===== src/hrm_pkg.sv =====
// package for the host register map decoder
package hrm_pkg;

  // ---------------------------------------------------------------
  // register offsets (byte addresses within the 4-Kbyte page)
  // ---------------------------------------------------------------
  localparam logic [11:0] OFF_PRODUCT_ID_LO = 12'h000;
  localparam logic [11:0] OFF_PRODUCT_ID_HI = 12'h002;
  localparam logic [11:0] OFF_IO_BASE = 12'h020;
  localparam logic [11:0] OFF_IRQ_SEL = 12'h022;
  localparam logic [11:0] OFF_DMA_SEL = 12'h024;
  localparam logic [11:0] OFF_DMA_SOF = 12'h026;
  localparam logic [11:0] OFF_DMA_FRAMES = 12'h028;
  localparam logic [11:0] OFF_DMA_BYTES = 12'h02A;
  localparam logic [11:0] OFF_MEM_BASE = 12'h02C;
  localparam logic [11:0] OFF_ROM_BASE = 12'h030;
  localparam logic [11:0] OFF_ROM_MASK = 12'h034;
  localparam logic [11:0] OFF_SROM_CMD = 12'h040;
  localparam logic [11:0] OFF_SROM_DATA = 12'h042;
  localparam logic [11:0] OFF_RX_BYTE_CNT = 12'h050;
  localparam logic [11:0] OFF_CFG_RANGE = 12'h100;
  localparam logic [11:0] OFF_STAT_RANGE = 12'h120;
  localparam logic [11:0] OFF_TX_CMD = 12'h144;
  localparam logic [11:0] OFF_TX_LEN = 12'h146;
  localparam logic [11:0] OFF_HASH = 12'h150;
  localparam logic [11:0] OFF_STATION = 12'h158;
  localparam logic [11:0] OFF_RX_STATUS = 12'h400;
  localparam logic [11:0] OFF_RX_LENGTH = 12'h402;
  localparam logic [11:0] OFF_RX_WINDOW = 12'h404;
  localparam logic [11:0] OFF_TX_WINDOW = 12'hA00;
  localparam logic [11:0] OFF_TX_WINDOW_END = 12'hFFF;

  // ---------------------------------------------------------------
  // field positions and widths
  // ---------------------------------------------------------------
  localparam int IRQ_SEL_W = 3;
  localparam int DMA_SEL_W = 2;
  localparam int FRAME_CNT_W = 12;
  localparam int MEM_BASE_W = 20;
  localparam int CFG_WORDS = 16;
  localparam int HASH_WORDS = 4;
  localparam int STATION_WORDS = 3;

  // ---------------------------------------------------------------
  // reset values
  // ---------------------------------------------------------------
  localparam logic [15:0] RST_IO_BASE = 16'h0300;
  localparam logic [2:0] RST_IRQ_SEL = 3'h4;
  localparam logic [1:0] RST_DMA_SEL = 2'h3;
  localparam logic [31:0] RST_ZERO32 = 32'h0000_0000;
  localparam logic [15:0] RST_ZERO16 = 16'h0000;
  // arbitrary neutral identification value
  localparam logic [31:0] PRODUCT_ID_VALUE = 32'h1234_5600;
  // undefined reads of reserved or write-only space return this
  localparam logic [15:0] UNDEF_READ = 16'h0000;

  // access modes of the page
  typedef enum logic [0:0] {
    HRM_MODE_IO = 1'b0,
    HRM_MODE_MEM = 1'b1
  } hrm_mode_e;

  // one host word access as presented to the page
  typedef struct packed {
    logic rd;
    logic wr;
    logic [11:0] addr;
    logic [15:0] wdata;
  } hrm_req_s;

  // words reported by the rest of the device
  typedef struct packed {
    logic [15:0] dma_sof;
    logic [11:0] dma_frames;
    logic [15:0] dma_bytes;
    logic [15:0] rx_byte_cnt;
    logic [15:0] rx_status;
    logic [15:0] rx_length;
    logic [15:0] rx_data;
  } hrm_dev_s;

endpackage


===== src/hrm_register_map.sv =====
// unified register page decoder: top of the host register map
// How it works
// every access is one aligned 16-bit word
// reserved reads return undefined, zero here
// host never writes reserved or undefined bits
// interrupt pin select at 0022h, pins 0-3
// dma channel select at 0024h, channels 0-2
// dma frame counter 0028h, 12 bits, read-only
// memory base 002Ch, four bytes, 20 bits
// boot rom mask 0034h, base 0030h
// current rx byte counter at 0050h
// config range 0100h, 32 bytes, read/write
// status range 0120h, 32 bytes, read-only
// multicast hash table 0150h, eight bytes
// rx status 0400h, length 0402h, data 0404h
// transmit command, length, window write-only
// page reached by memory and i/o; i/o default
`timescale 1ns/1ps
module hrm_register_map (
  input wire logic mclk,
  input wire logic reset,
  input wire hrm_pkg::hrm_req_s mem_req,
  input wire hrm_pkg::hrm_req_s io_req,
  input wire logic mem_mode_set,
  input wire hrm_pkg::hrm_dev_s dev_in,
  input wire logic [15:0] status_words [16],
  output logic [15:0] rdata,
  output logic rvalid,
  output logic [2:0] irq_select,
  output logic [1:0] dma_select,
  output logic [19:0] mem_base,
  output logic mem_mode,
  output logic tx_cmd_strobe,
  output logic [15:0] tx_cmd,
  output logic [15:0] tx_len,
  output logic tx_data_strobe,
  output logic [15:0] tx_data,
  output logic [11:0] tx_ptr,
  output logic rx_data_strobe,
  output logic [11:0] rx_ptr
);

  // ---------------------------------------------------------------
  // state
  // ---------------------------------------------------------------
  localparam int CFGW = hrm_pkg::CFG_WORDS * 16;
  typedef struct packed {
    logic [15:0] io_base;
    logic [2:0] irq_sel;
    logic [1:0] dma_sel;
    logic [31:0] mem_base;
    logic [31:0] rom_base;
    logic [31:0] rom_mask;
    logic [15:0] srom_cmd;
    logic [15:0] srom_data;
    logic [CFGW-1:0] cfg;
    logic [63:0] hash;
    logic [47:0] station;
    logic [15:0] tx_cmd;
    logic [15:0] tx_len;
    logic tx_cmd_stb;
    logic [15:0] tx_data;
    logic tx_data_stb;
    logic rx_data_stb;
    logic [15:0] rdata;
    logic rvalid;
    hrm_pkg::hrm_mode_e mode;
  } hrm_state_s;

  hrm_state_s st_reg;
  hrm_state_s st_next;
  hrm_pkg::hrm_req_s req;
  logic [11:0] rx_ptr_w;
  logic [11:0] tx_ptr_w;
  logic [11:0] waddr;
  logic rx_restart;
  logic tx_restart;

  // ---------------------------------------------------------------
  // word address helpers
  // ---------------------------------------------------------------
  // low address bit is dropped: only word access exists
  function automatic logic [11:0] word_of(input logic [11:0] a);
    word_of = {a[11:1], 1'b0};
  endfunction

  function automatic logic in_range(input logic [11:0] a,
                                    input logic [11:0] lo,
                                    input logic [11:0] bytes);
    in_range = (a >= lo) && (a < lo + bytes);
  endfunction

  // ---------------------------------------------------------------
  // access port selection and frame pointers
  // ---------------------------------------------------------------
  hrm_port_mux u_mux (
    .mem_enable(st_reg.mode == hrm_pkg::HRM_MODE_MEM),
    .mem_req(mem_req),
    .io_req(io_req),
    .page_req(req)
  );

  assign waddr = word_of(req.addr);
  // reading receive status starts a fresh frame walk
  assign rx_restart = req.rd && (waddr == hrm_pkg::OFF_RX_STATUS);
  // a new transmit command restarts the transmit window walk
  assign tx_restart = req.wr && (waddr == hrm_pkg::OFF_TX_CMD);

  hrm_frame_ptr u_rx_ptr (
    .mclk(mclk),
    .reset(reset),
    .restart(rx_restart),
    .step(req.rd && in_range(waddr, hrm_pkg::OFF_RX_WINDOW,
                             12'h5FC)),
    .ptr(rx_ptr_w)
  );

  hrm_frame_ptr u_tx_ptr (
    .mclk(mclk),
    .reset(reset),
    .restart(tx_restart),
    .step(req.wr && (waddr >= hrm_pkg::OFF_TX_WINDOW)),
    .ptr(tx_ptr_w)
  );

  // ---------------------------------------------------------------
  // next-state logic: writes, reads, strobes
  // ---------------------------------------------------------------
  always_comb
  begin
    st_next = st_reg;
    st_next.tx_cmd_stb = 1'b0;
    st_next.tx_data_stb = 1'b0;
    st_next.rx_data_stb = 1'b0;
    st_next.rvalid = req.rd;
    st_next.rdata = hrm_pkg::UNDEF_READ;
    if (mem_mode_set)
    begin
      st_next.mode = hrm_pkg::HRM_MODE_MEM;
    end
    // writes; reserved targets fall through and are ignored
    if (req.wr)
    begin
      if (waddr == hrm_pkg::OFF_IO_BASE)
      begin
        st_next.io_base = req.wdata;
      end
      else if (waddr == hrm_pkg::OFF_IRQ_SEL)
      begin
        st_next.irq_sel = req.wdata[2:0];
      end
      else if (waddr == hrm_pkg::OFF_DMA_SEL)
      begin
        st_next.dma_sel = req.wdata[1:0];
      end
      else if (waddr == hrm_pkg::OFF_MEM_BASE)
      begin
        st_next.mem_base[15:0] = req.wdata;
      end
      else if (waddr == hrm_pkg::OFF_MEM_BASE + 12'h002)
      begin
        st_next.mem_base[31:16] = {12'h000, req.wdata[3:0]};
      end
      else if (waddr == hrm_pkg::OFF_ROM_BASE)
      begin
        st_next.rom_base[15:0] = req.wdata;
      end
      else if (waddr == hrm_pkg::OFF_ROM_BASE + 12'h002)
      begin
        st_next.rom_base[31:16] = req.wdata;
      end
      else if (waddr == hrm_pkg::OFF_ROM_MASK)
      begin
        st_next.rom_mask[15:0] = req.wdata;
      end
      else if (waddr == hrm_pkg::OFF_ROM_MASK + 12'h002)
      begin
        st_next.rom_mask[31:16] = req.wdata;
      end
      else if (waddr == hrm_pkg::OFF_SROM_CMD)
      begin
        st_next.srom_cmd = req.wdata;
      end
      else if (waddr == hrm_pkg::OFF_SROM_DATA)
      begin
        st_next.srom_data = req.wdata;
      end
      else if (in_range(waddr, hrm_pkg::OFF_CFG_RANGE, 12'h020))
      begin
        st_next.cfg[waddr[4:1]*16 +: 16] = req.wdata;
      end
      else if (waddr == hrm_pkg::OFF_TX_CMD)
      begin
        st_next.tx_cmd = req.wdata;
        st_next.tx_cmd_stb = 1'b1;
      end
      else if (waddr == hrm_pkg::OFF_TX_LEN)
      begin
        st_next.tx_len = req.wdata;
      end
      else if (in_range(waddr, hrm_pkg::OFF_HASH, 12'h008))
      begin
        st_next.hash[waddr[2:1]*16 +: 16] = req.wdata;
      end
      else if (in_range(waddr, hrm_pkg::OFF_STATION, 12'h006))
      begin
        st_next.station[(waddr[2:1] - 2'd0)*16 +: 16] = req.wdata;
      end
      else if (waddr >= hrm_pkg::OFF_TX_WINDOW)
      begin
        st_next.tx_data = req.wdata;
        st_next.tx_data_stb = 1'b1;
      end
    end
    // reads; write-only and reserved words read as the undefined word
    if (req.rd)
    begin
      if (waddr == hrm_pkg::OFF_PRODUCT_ID_LO)
        st_next.rdata = hrm_pkg::PRODUCT_ID_VALUE[15:0];
      else if (waddr == hrm_pkg::OFF_PRODUCT_ID_HI)
        st_next.rdata = hrm_pkg::PRODUCT_ID_VALUE[31:16];
      else if (waddr == hrm_pkg::OFF_IO_BASE)
        st_next.rdata = st_reg.io_base;
      else if (waddr == hrm_pkg::OFF_IRQ_SEL)
        st_next.rdata = {13'h0, st_reg.irq_sel};
      else if (waddr == hrm_pkg::OFF_DMA_SEL)
        st_next.rdata = {14'h0, st_reg.dma_sel};
      else if (waddr == hrm_pkg::OFF_DMA_SOF)
        st_next.rdata = dev_in.dma_sof;
      else if (waddr == hrm_pkg::OFF_DMA_FRAMES)
        st_next.rdata = {4'h0, dev_in.dma_frames};
      else if (waddr == hrm_pkg::OFF_DMA_BYTES)
        st_next.rdata = dev_in.dma_bytes;
      else if (waddr == hrm_pkg::OFF_MEM_BASE)
        st_next.rdata = st_reg.mem_base[15:0];
      else if (waddr == hrm_pkg::OFF_MEM_BASE + 12'h002)
        st_next.rdata = st_reg.mem_base[31:16];
      else if (waddr == hrm_pkg::OFF_ROM_BASE)
        st_next.rdata = st_reg.rom_base[15:0];
      else if (waddr == hrm_pkg::OFF_ROM_BASE + 12'h002)
        st_next.rdata = st_reg.rom_base[31:16];
      else if (waddr == hrm_pkg::OFF_ROM_MASK)
        st_next.rdata = st_reg.rom_mask[15:0];
      else if (waddr == hrm_pkg::OFF_ROM_MASK + 12'h002)
        st_next.rdata = st_reg.rom_mask[31:16];
      else if (waddr == hrm_pkg::OFF_SROM_CMD)
        st_next.rdata = st_reg.srom_cmd;
      else if (waddr == hrm_pkg::OFF_SROM_DATA)
        st_next.rdata = st_reg.srom_data;
      else if (waddr == hrm_pkg::OFF_RX_BYTE_CNT)
        st_next.rdata = dev_in.rx_byte_cnt;
      else if (in_range(waddr, hrm_pkg::OFF_CFG_RANGE, 12'h020))
        st_next.rdata = st_reg.cfg[waddr[4:1]*16 +: 16];
      else if (in_range(waddr, hrm_pkg::OFF_STAT_RANGE, 12'h020))
        st_next.rdata = status_words[waddr[4:1]];
      else if (in_range(waddr, hrm_pkg::OFF_HASH, 12'h008))
        st_next.rdata = st_reg.hash[waddr[2:1]*16 +: 16];
      else if (in_range(waddr, hrm_pkg::OFF_STATION, 12'h006))
        st_next.rdata = st_reg.station[waddr[2:1]*16 +: 16];
      else if (waddr == hrm_pkg::OFF_RX_STATUS)
        st_next.rdata = dev_in.rx_status;
      else if (waddr == hrm_pkg::OFF_RX_LENGTH)
        st_next.rdata = dev_in.rx_length;
      else if (in_range(waddr, hrm_pkg::OFF_RX_WINDOW, 12'h5FC))
      begin
        st_next.rdata = dev_in.rx_data;
        st_next.rx_data_stb = 1'b1;
      end
    end
  end

  // ---------------------------------------------------------------
  // state register
  // ---------------------------------------------------------------
  always_ff @(posedge mclk)
  begin
    if (reset)
    begin
      st_reg <= '0;
      st_reg.io_base <= hrm_pkg::RST_IO_BASE;
      st_reg.irq_sel <= hrm_pkg::RST_IRQ_SEL;
      st_reg.dma_sel <= hrm_pkg::RST_DMA_SEL;
      st_reg.mode <= hrm_pkg::HRM_MODE_IO;
    end
    else
    begin
      st_reg <= st_next;
    end
  end

  // outputs straight from flip-flops
  assign rdata = st_reg.rdata;
  assign rvalid = st_reg.rvalid;
  assign irq_select = st_reg.irq_sel;
  assign dma_select = st_reg.dma_sel;
  assign mem_base = st_reg.mem_base[19:0];
  assign mem_mode = st_reg.mode;
  assign tx_cmd_strobe = st_reg.tx_cmd_stb;
  assign tx_cmd = st_reg.tx_cmd;
  assign tx_len = st_reg.tx_len;
  assign tx_data_strobe = st_reg.tx_data_stb;
  assign tx_data = st_reg.tx_data;
  assign tx_ptr = tx_ptr_w;
  assign rx_data_strobe = st_reg.rx_data_stb;
  assign rx_ptr = rx_ptr_w;

  // ---------------------------------------------------------------
  // checks
  // ---------------------------------------------------------------
  a_irq_sel_write: assert property (
    @(posedge mclk) disable iff (reset)
    req.wr && waddr == hrm_pkg::OFF_IRQ_SEL |=>
    irq_select == $past(req.wdata[2:0]))
    else $error("interrupt select not stored");
  a_dma_sel_write: assert property (
    @(posedge mclk) disable iff (reset)
    req.wr && waddr == hrm_pkg::OFF_DMA_SEL |=>
    dma_select == $past(req.wdata[1:0]))
    else $error("dma select not stored");
  a_frame_cnt_top: assert property (
    @(posedge mclk) disable iff (reset)
    req.rd && waddr == hrm_pkg::OFF_DMA_FRAMES |=>
    rdata == {4'h0, $past(dev_in.dma_frames)})
    else $error("frame count readback wrong");
  // write then immediate read of the low word must return the host data
  a_mem_base_rt: assert property (
    @(posedge mclk) disable iff (reset)
    req.wr && waddr == hrm_pkg::OFF_MEM_BASE ##1
    !req.wr && req.rd && waddr == hrm_pkg::OFF_MEM_BASE |=>
    rdata == $past(req.wdata, 2))
    else $error("memory base readback wrong");
  a_rx_cnt_read: assert property (
    @(posedge mclk) disable iff (reset)
    req.rd && waddr == hrm_pkg::OFF_RX_BYTE_CNT |=>
    rvalid && rdata == $past(dev_in.rx_byte_cnt))
    else $error("rx byte counter readback wrong");
  a_stat_read: assert property (
    @(posedge mclk) disable iff (reset)
    req.rd && in_range(waddr, hrm_pkg::OFF_STAT_RANGE, 12'h020) |=>
    rdata == $past(status_words[waddr[4:1]]))
    else $error("status word readback wrong");
  a_tx_wo_read: assert property (
    @(posedge mclk) disable iff (reset)
    req.rd && (waddr == hrm_pkg::OFF_TX_CMD ||
    waddr == hrm_pkg::OFF_TX_LEN) |=> rdata == hrm_pkg::UNDEF_READ)
    else $error("write-only word read back data");
  a_tx_cmd_pulse: assert property (
    @(posedge mclk) disable iff (reset)
    req.wr && waddr == hrm_pkg::OFF_TX_CMD |=>
    tx_cmd_strobe && tx_cmd == $past(req.wdata))
    else $error("transmit command not strobed");
  a_rx_len_read: assert property (
    @(posedge mclk) disable iff (reset)
    req.rd && waddr == hrm_pkg::OFF_RX_LENGTH |=>
    rdata == $past(dev_in.rx_length))
    else $error("rx length readback wrong");
  a_io_default: assert property (
    @(posedge mclk)
    $fell(reset) |-> mem_mode == 1'b0)
    else $error("memory mode active after reset");

endmodule // hrm_register_map


===== src/hrm_port_mux.sv =====
// merges the memory-space and i/o-space access ports into one request
`timescale 1ns/1ps
module hrm_port_mux (
  input wire logic mem_enable,
  input wire hrm_pkg::hrm_req_s mem_req,
  input wire hrm_pkg::hrm_req_s io_req,
  output hrm_pkg::hrm_req_s page_req
);
  // memory path only counts once software enables memory mode
  always_comb
  begin
    if (mem_enable && (mem_req.rd || mem_req.wr))
    begin
      page_req = mem_req;
    end
    else
    begin
      page_req = io_req;
    end
  end
endmodule // hrm_port_mux


===== src/hrm_frame_ptr.sv =====
// word pointer walking the receive or transmit frame window
`timescale 1ns/1ps
module hrm_frame_ptr (
  input wire logic mclk,
  input wire logic reset,
  input wire logic restart,
  input wire logic step,
  output logic [11:0] ptr
);
  typedef struct packed {
    logic [11:0] ptr;
  } hrm_ptr_s;
  hrm_ptr_s st_reg;
  hrm_ptr_s st_next;

  // one word per step; restart clears the walk
  always_comb
  begin
    st_next = st_reg;
    if (restart)
    begin
      st_next.ptr = 12'h000;
    end
    else if (step)
    begin
      st_next.ptr = st_reg.ptr + 12'h002;
    end
  end

  always_ff @(posedge mclk)
  begin
    if (reset)
    begin
      st_reg <= '0;
    end
    else
    begin
      st_reg <= st_next;
    end
  end

  assign ptr = st_reg.ptr;
endmodule // hrm_frame_ptr


===== config.mk =====
export PLATFORM = sky130hd
export DESIGN_NAME = hrm_register_map
export DESIGN_NICKNAME = d
export VERILOG_FILES = /design/src/hrm_pkg.sv /design/src/hrm_register_map.sv /design/src/hrm_port_mux.sv /design/src/hrm_frame_ptr.sv
export SDC_FILE = /design/constraint.sdc
export NUM_CORES = 1
export LEC_CHECK = 0
export ABC_AREA = 1
export BUFFER_PORTS_ARGS = -buffer_cell sky130_fd_sc_hd__buf_2
export CORE_MARGIN = 4
export CORE_UTILIZATION = 25
export DETAILED_ROUTE_END_ITERATION = 10
export GPL_ROUTABILITY_DRIVEN = 0
export GPL_TIMING_DRIVEN = 1
export PLACE_DENSITY_LB_ADDON = 0.3
export SYNTH_ARGS = -nofsm -noshare
export SYNTH_HDL_FRONTEND = slang
export SYNTH_SLANG_ARGS = --single-unit

===== constraint.sdc =====
create_clock -name mclk -period 7.1 [get_ports mclk]
set_clock_uncertainty 0.05 [all_clocks]
set_input_delay 0.71 -clock mclk [delete_from_list [all_inputs] [get_ports mclk]]
set_output_delay 0.71 -clock mclk [all_outputs]
set_load 0.005 [all_outputs]

==> metrics.txt <==
crit end category flop; Cells after DPL 6491; Syn-to-layout area delta 18.3%; Top FF cell, synth dfxtp_1; status finished clean; gr usage total 0.225; hold crit path type primary input to flop; Yosys reg bits 596; top-count cell post-synth nand2_1; Final ANT Viol Nets 0; mapped cell area 0.0316 mm2; syn avg cell area 6.82 um2; first-pass GRT wire length 222000 um; Yosys cell types 56; core area 0.126 mm2; # hold bufs at CTS 0; fmax 0.163 GHz; number of CTS-inserted buffers 68; max reg flops 480; EDFF count, synth 0; Worst Max-Slew Pin Slew 1.41 ns; I/O Pins 545; post-synthesis async set-or-reset flop share 0; # setup viols final 0; die height 364 um; Setup TNS Final 0 ns; nets 5349; RSZ-0062 raised after global routing false; Non-Filler Instances 6612; Yosys warning count 0; via count 35211; clock sinks 596; number of I/O port buffers 540; Initial Util 0.252; Slew Limit Fails 0; vias in the first global route 31394; VDD IR max 0.154 mV; Area contributors post-synth dfxtp_1 38%, nand2_1 9.9%, a21oi_1 8.5%; Setup Buffers After CTS 0; largest net degree at the start of global routing 148; CTS tree built; antenna violations before repair 5; worst setup path class flop to flop; fillers 13919; WL/cell 24.1 um; Crit path required time 7.56 ns; Die Wd 364 um; post-layout min period 6.14 ns; leak pwr 15.1 nW; drt via density 5.33; Post-synth top cells 833 x nand2_1, 596 x dfxtp_1, 536 x a21oi_1; Yosys top cell by area dfxtp_1; DRC viols 0; die area 0.132 mm2; sequential-to-total area share from yosys stat 0.377; Max-Cap Viols 0; reg-to-reg slack, setup 0.96 ns; CTS max path bufs 3; share of cells above drive strength 1 0.175; Data arrival, critical path 6.59 ns; Fin. Hold Viols 0; hpwl dp 108000 um; clock root cell clkbuf_16; post-synth top area share 0.377; Clock Latency Late Sink 0.63 ns; CTS resizes 0; grt ovf 0; Gate Count Post-Synth 4638; clock slew at reported path FFs 0.06 ns; H-tree depth 3; kind of start point of the critical path flop; row count 130; Final Cycle Share 0.864; Max transition margin 0.0623; CP Max Fanout 21; total power per unit cell area 230 mW/mm2; initial detailed-routing violation count 3974; first drt pass iteration count 6; WL final 159000 um
-- cell usage in the layout (no fill, tap or decap), types with 22 or more instances in the layout --
| cell | count |
|---|---|
| nor2_1 | 502 |
| a221oi_1 | 43 |
| nor3_1 | 160 |
| a31oi_1 | 95 |
| buf_2 | 539 |
| clkbuf_16 | 69 |
| o221ai_1 | 41 |
| a211oi_1 | 99 |
| o21ai_0 | 404 |
| nand4_1 | 46 |
| o211a_1 | 33 |
| nand2_1 | 829 |
| inv_1 | 269 |
| nand3_1 | 271 |
| or2_2 | 22 |
| buf_4 | 104 |
| o211ai_1 | 29 |
| dfxtp_1 | 596 |
| a21oi_1 | 536 |
| o21ai_1 | 30 |
-- cell type report --
class / instances / area, um2 / share of cell area
Multi-Input combinational cell: 3296 / 16500 / 0.441
Sequential cell: 596 / 11900 / 0.319
Tap cell: 1650 / 2060 / 0.0552
Inverter: 301 / 1140 / 0.0305
Timing Repair Buffer: 648 / 3570 / 0.0954
Antenna cell: 3 / 7.51 / 0.000201
Clock inverter: 22 / 273 / 0.00729
Clock buffer: 96 / 1940 / 0.0518
-- report_power, final --
| group | switching [mW] | internal (mW) |
|---|---|---|
| logic | 1.21 | 0.385 |
| registers | 0.0126 | 3.37 |
| clock network | 1.54 | 2.09 |
-- path summary, 6_finish.rpt --
path                     start        end  depth (start not counted)
hold reg to reg      tx_len[7]  tx_len[7]                          2
setup reg to reg      mem_mode   rdata[0]                         22
hold / removal    mem_mode_set   mem_mode                          3
setup / recovery      mem_mode   rdata[0]                         22
-- cell families after synthesis --
kind of cell	share of synthesized area
xor gates and xnor gates	0.00166
DFF	0.377
buffers and inverters	0.104
adders and majority gates	0.00435
and+or+nand+nor	0.258
AOI/OAI and AO/OA	0.255
other	0.000119
-- layer usage --
layer,share of wire,track usage
met5,0.00023,0
met3,0.10,0.0570
met1,0.41,0.297
met2,0.43,0.344
met4,0.049,0.103
-- stage by stage --
stage | util | power (mW) | setup slack, ns | hold WS, ns | cell area (um2)
2_1_floorplan | - | 4.27 | 2.20 | 0.374 | 31600
3_5_place_dp | 0.280 | 5.00 | 1.03 | 0.388 | 35200
3_3_place_gp | 0.280 | 5.00 | 1.10 | 0.382 | 35200
5_1_grt | 0.298 | 8.85 | 0.711 | 0.255 | 37400
4_1_cts | 0.298 | 8.60 | 1.12 | 0.215 | 37400
6_report | 0.298 | 8.60 | 0.964 | 0.241 | 37400
-- worst max-delay path: stages, from the launching register on --
cell and delay, ns:
dfxtp_1 0.67, o21ai_4 0.24, buf_4 0.28, o21ai_4 0.64, ha_1 0.28, buf_4 0.32
clkinv_1 0.19, nor2_4 0.40, nand2_1 0.16, nor2_4 0.46, inv_1 0.46, o21ai_0 0.68
nand3_1 0.34, nor2_1 0.17, nand4_1 0.09, nand2_1 0.11, nand2_1 0.05, nand2_1 0.06
nand2_1 0.08, nand2_1 0.08, nand2_1 0.05, nand2_1 0.05, a21oi_1 0.06
Power figures use the tool's default switching activity.
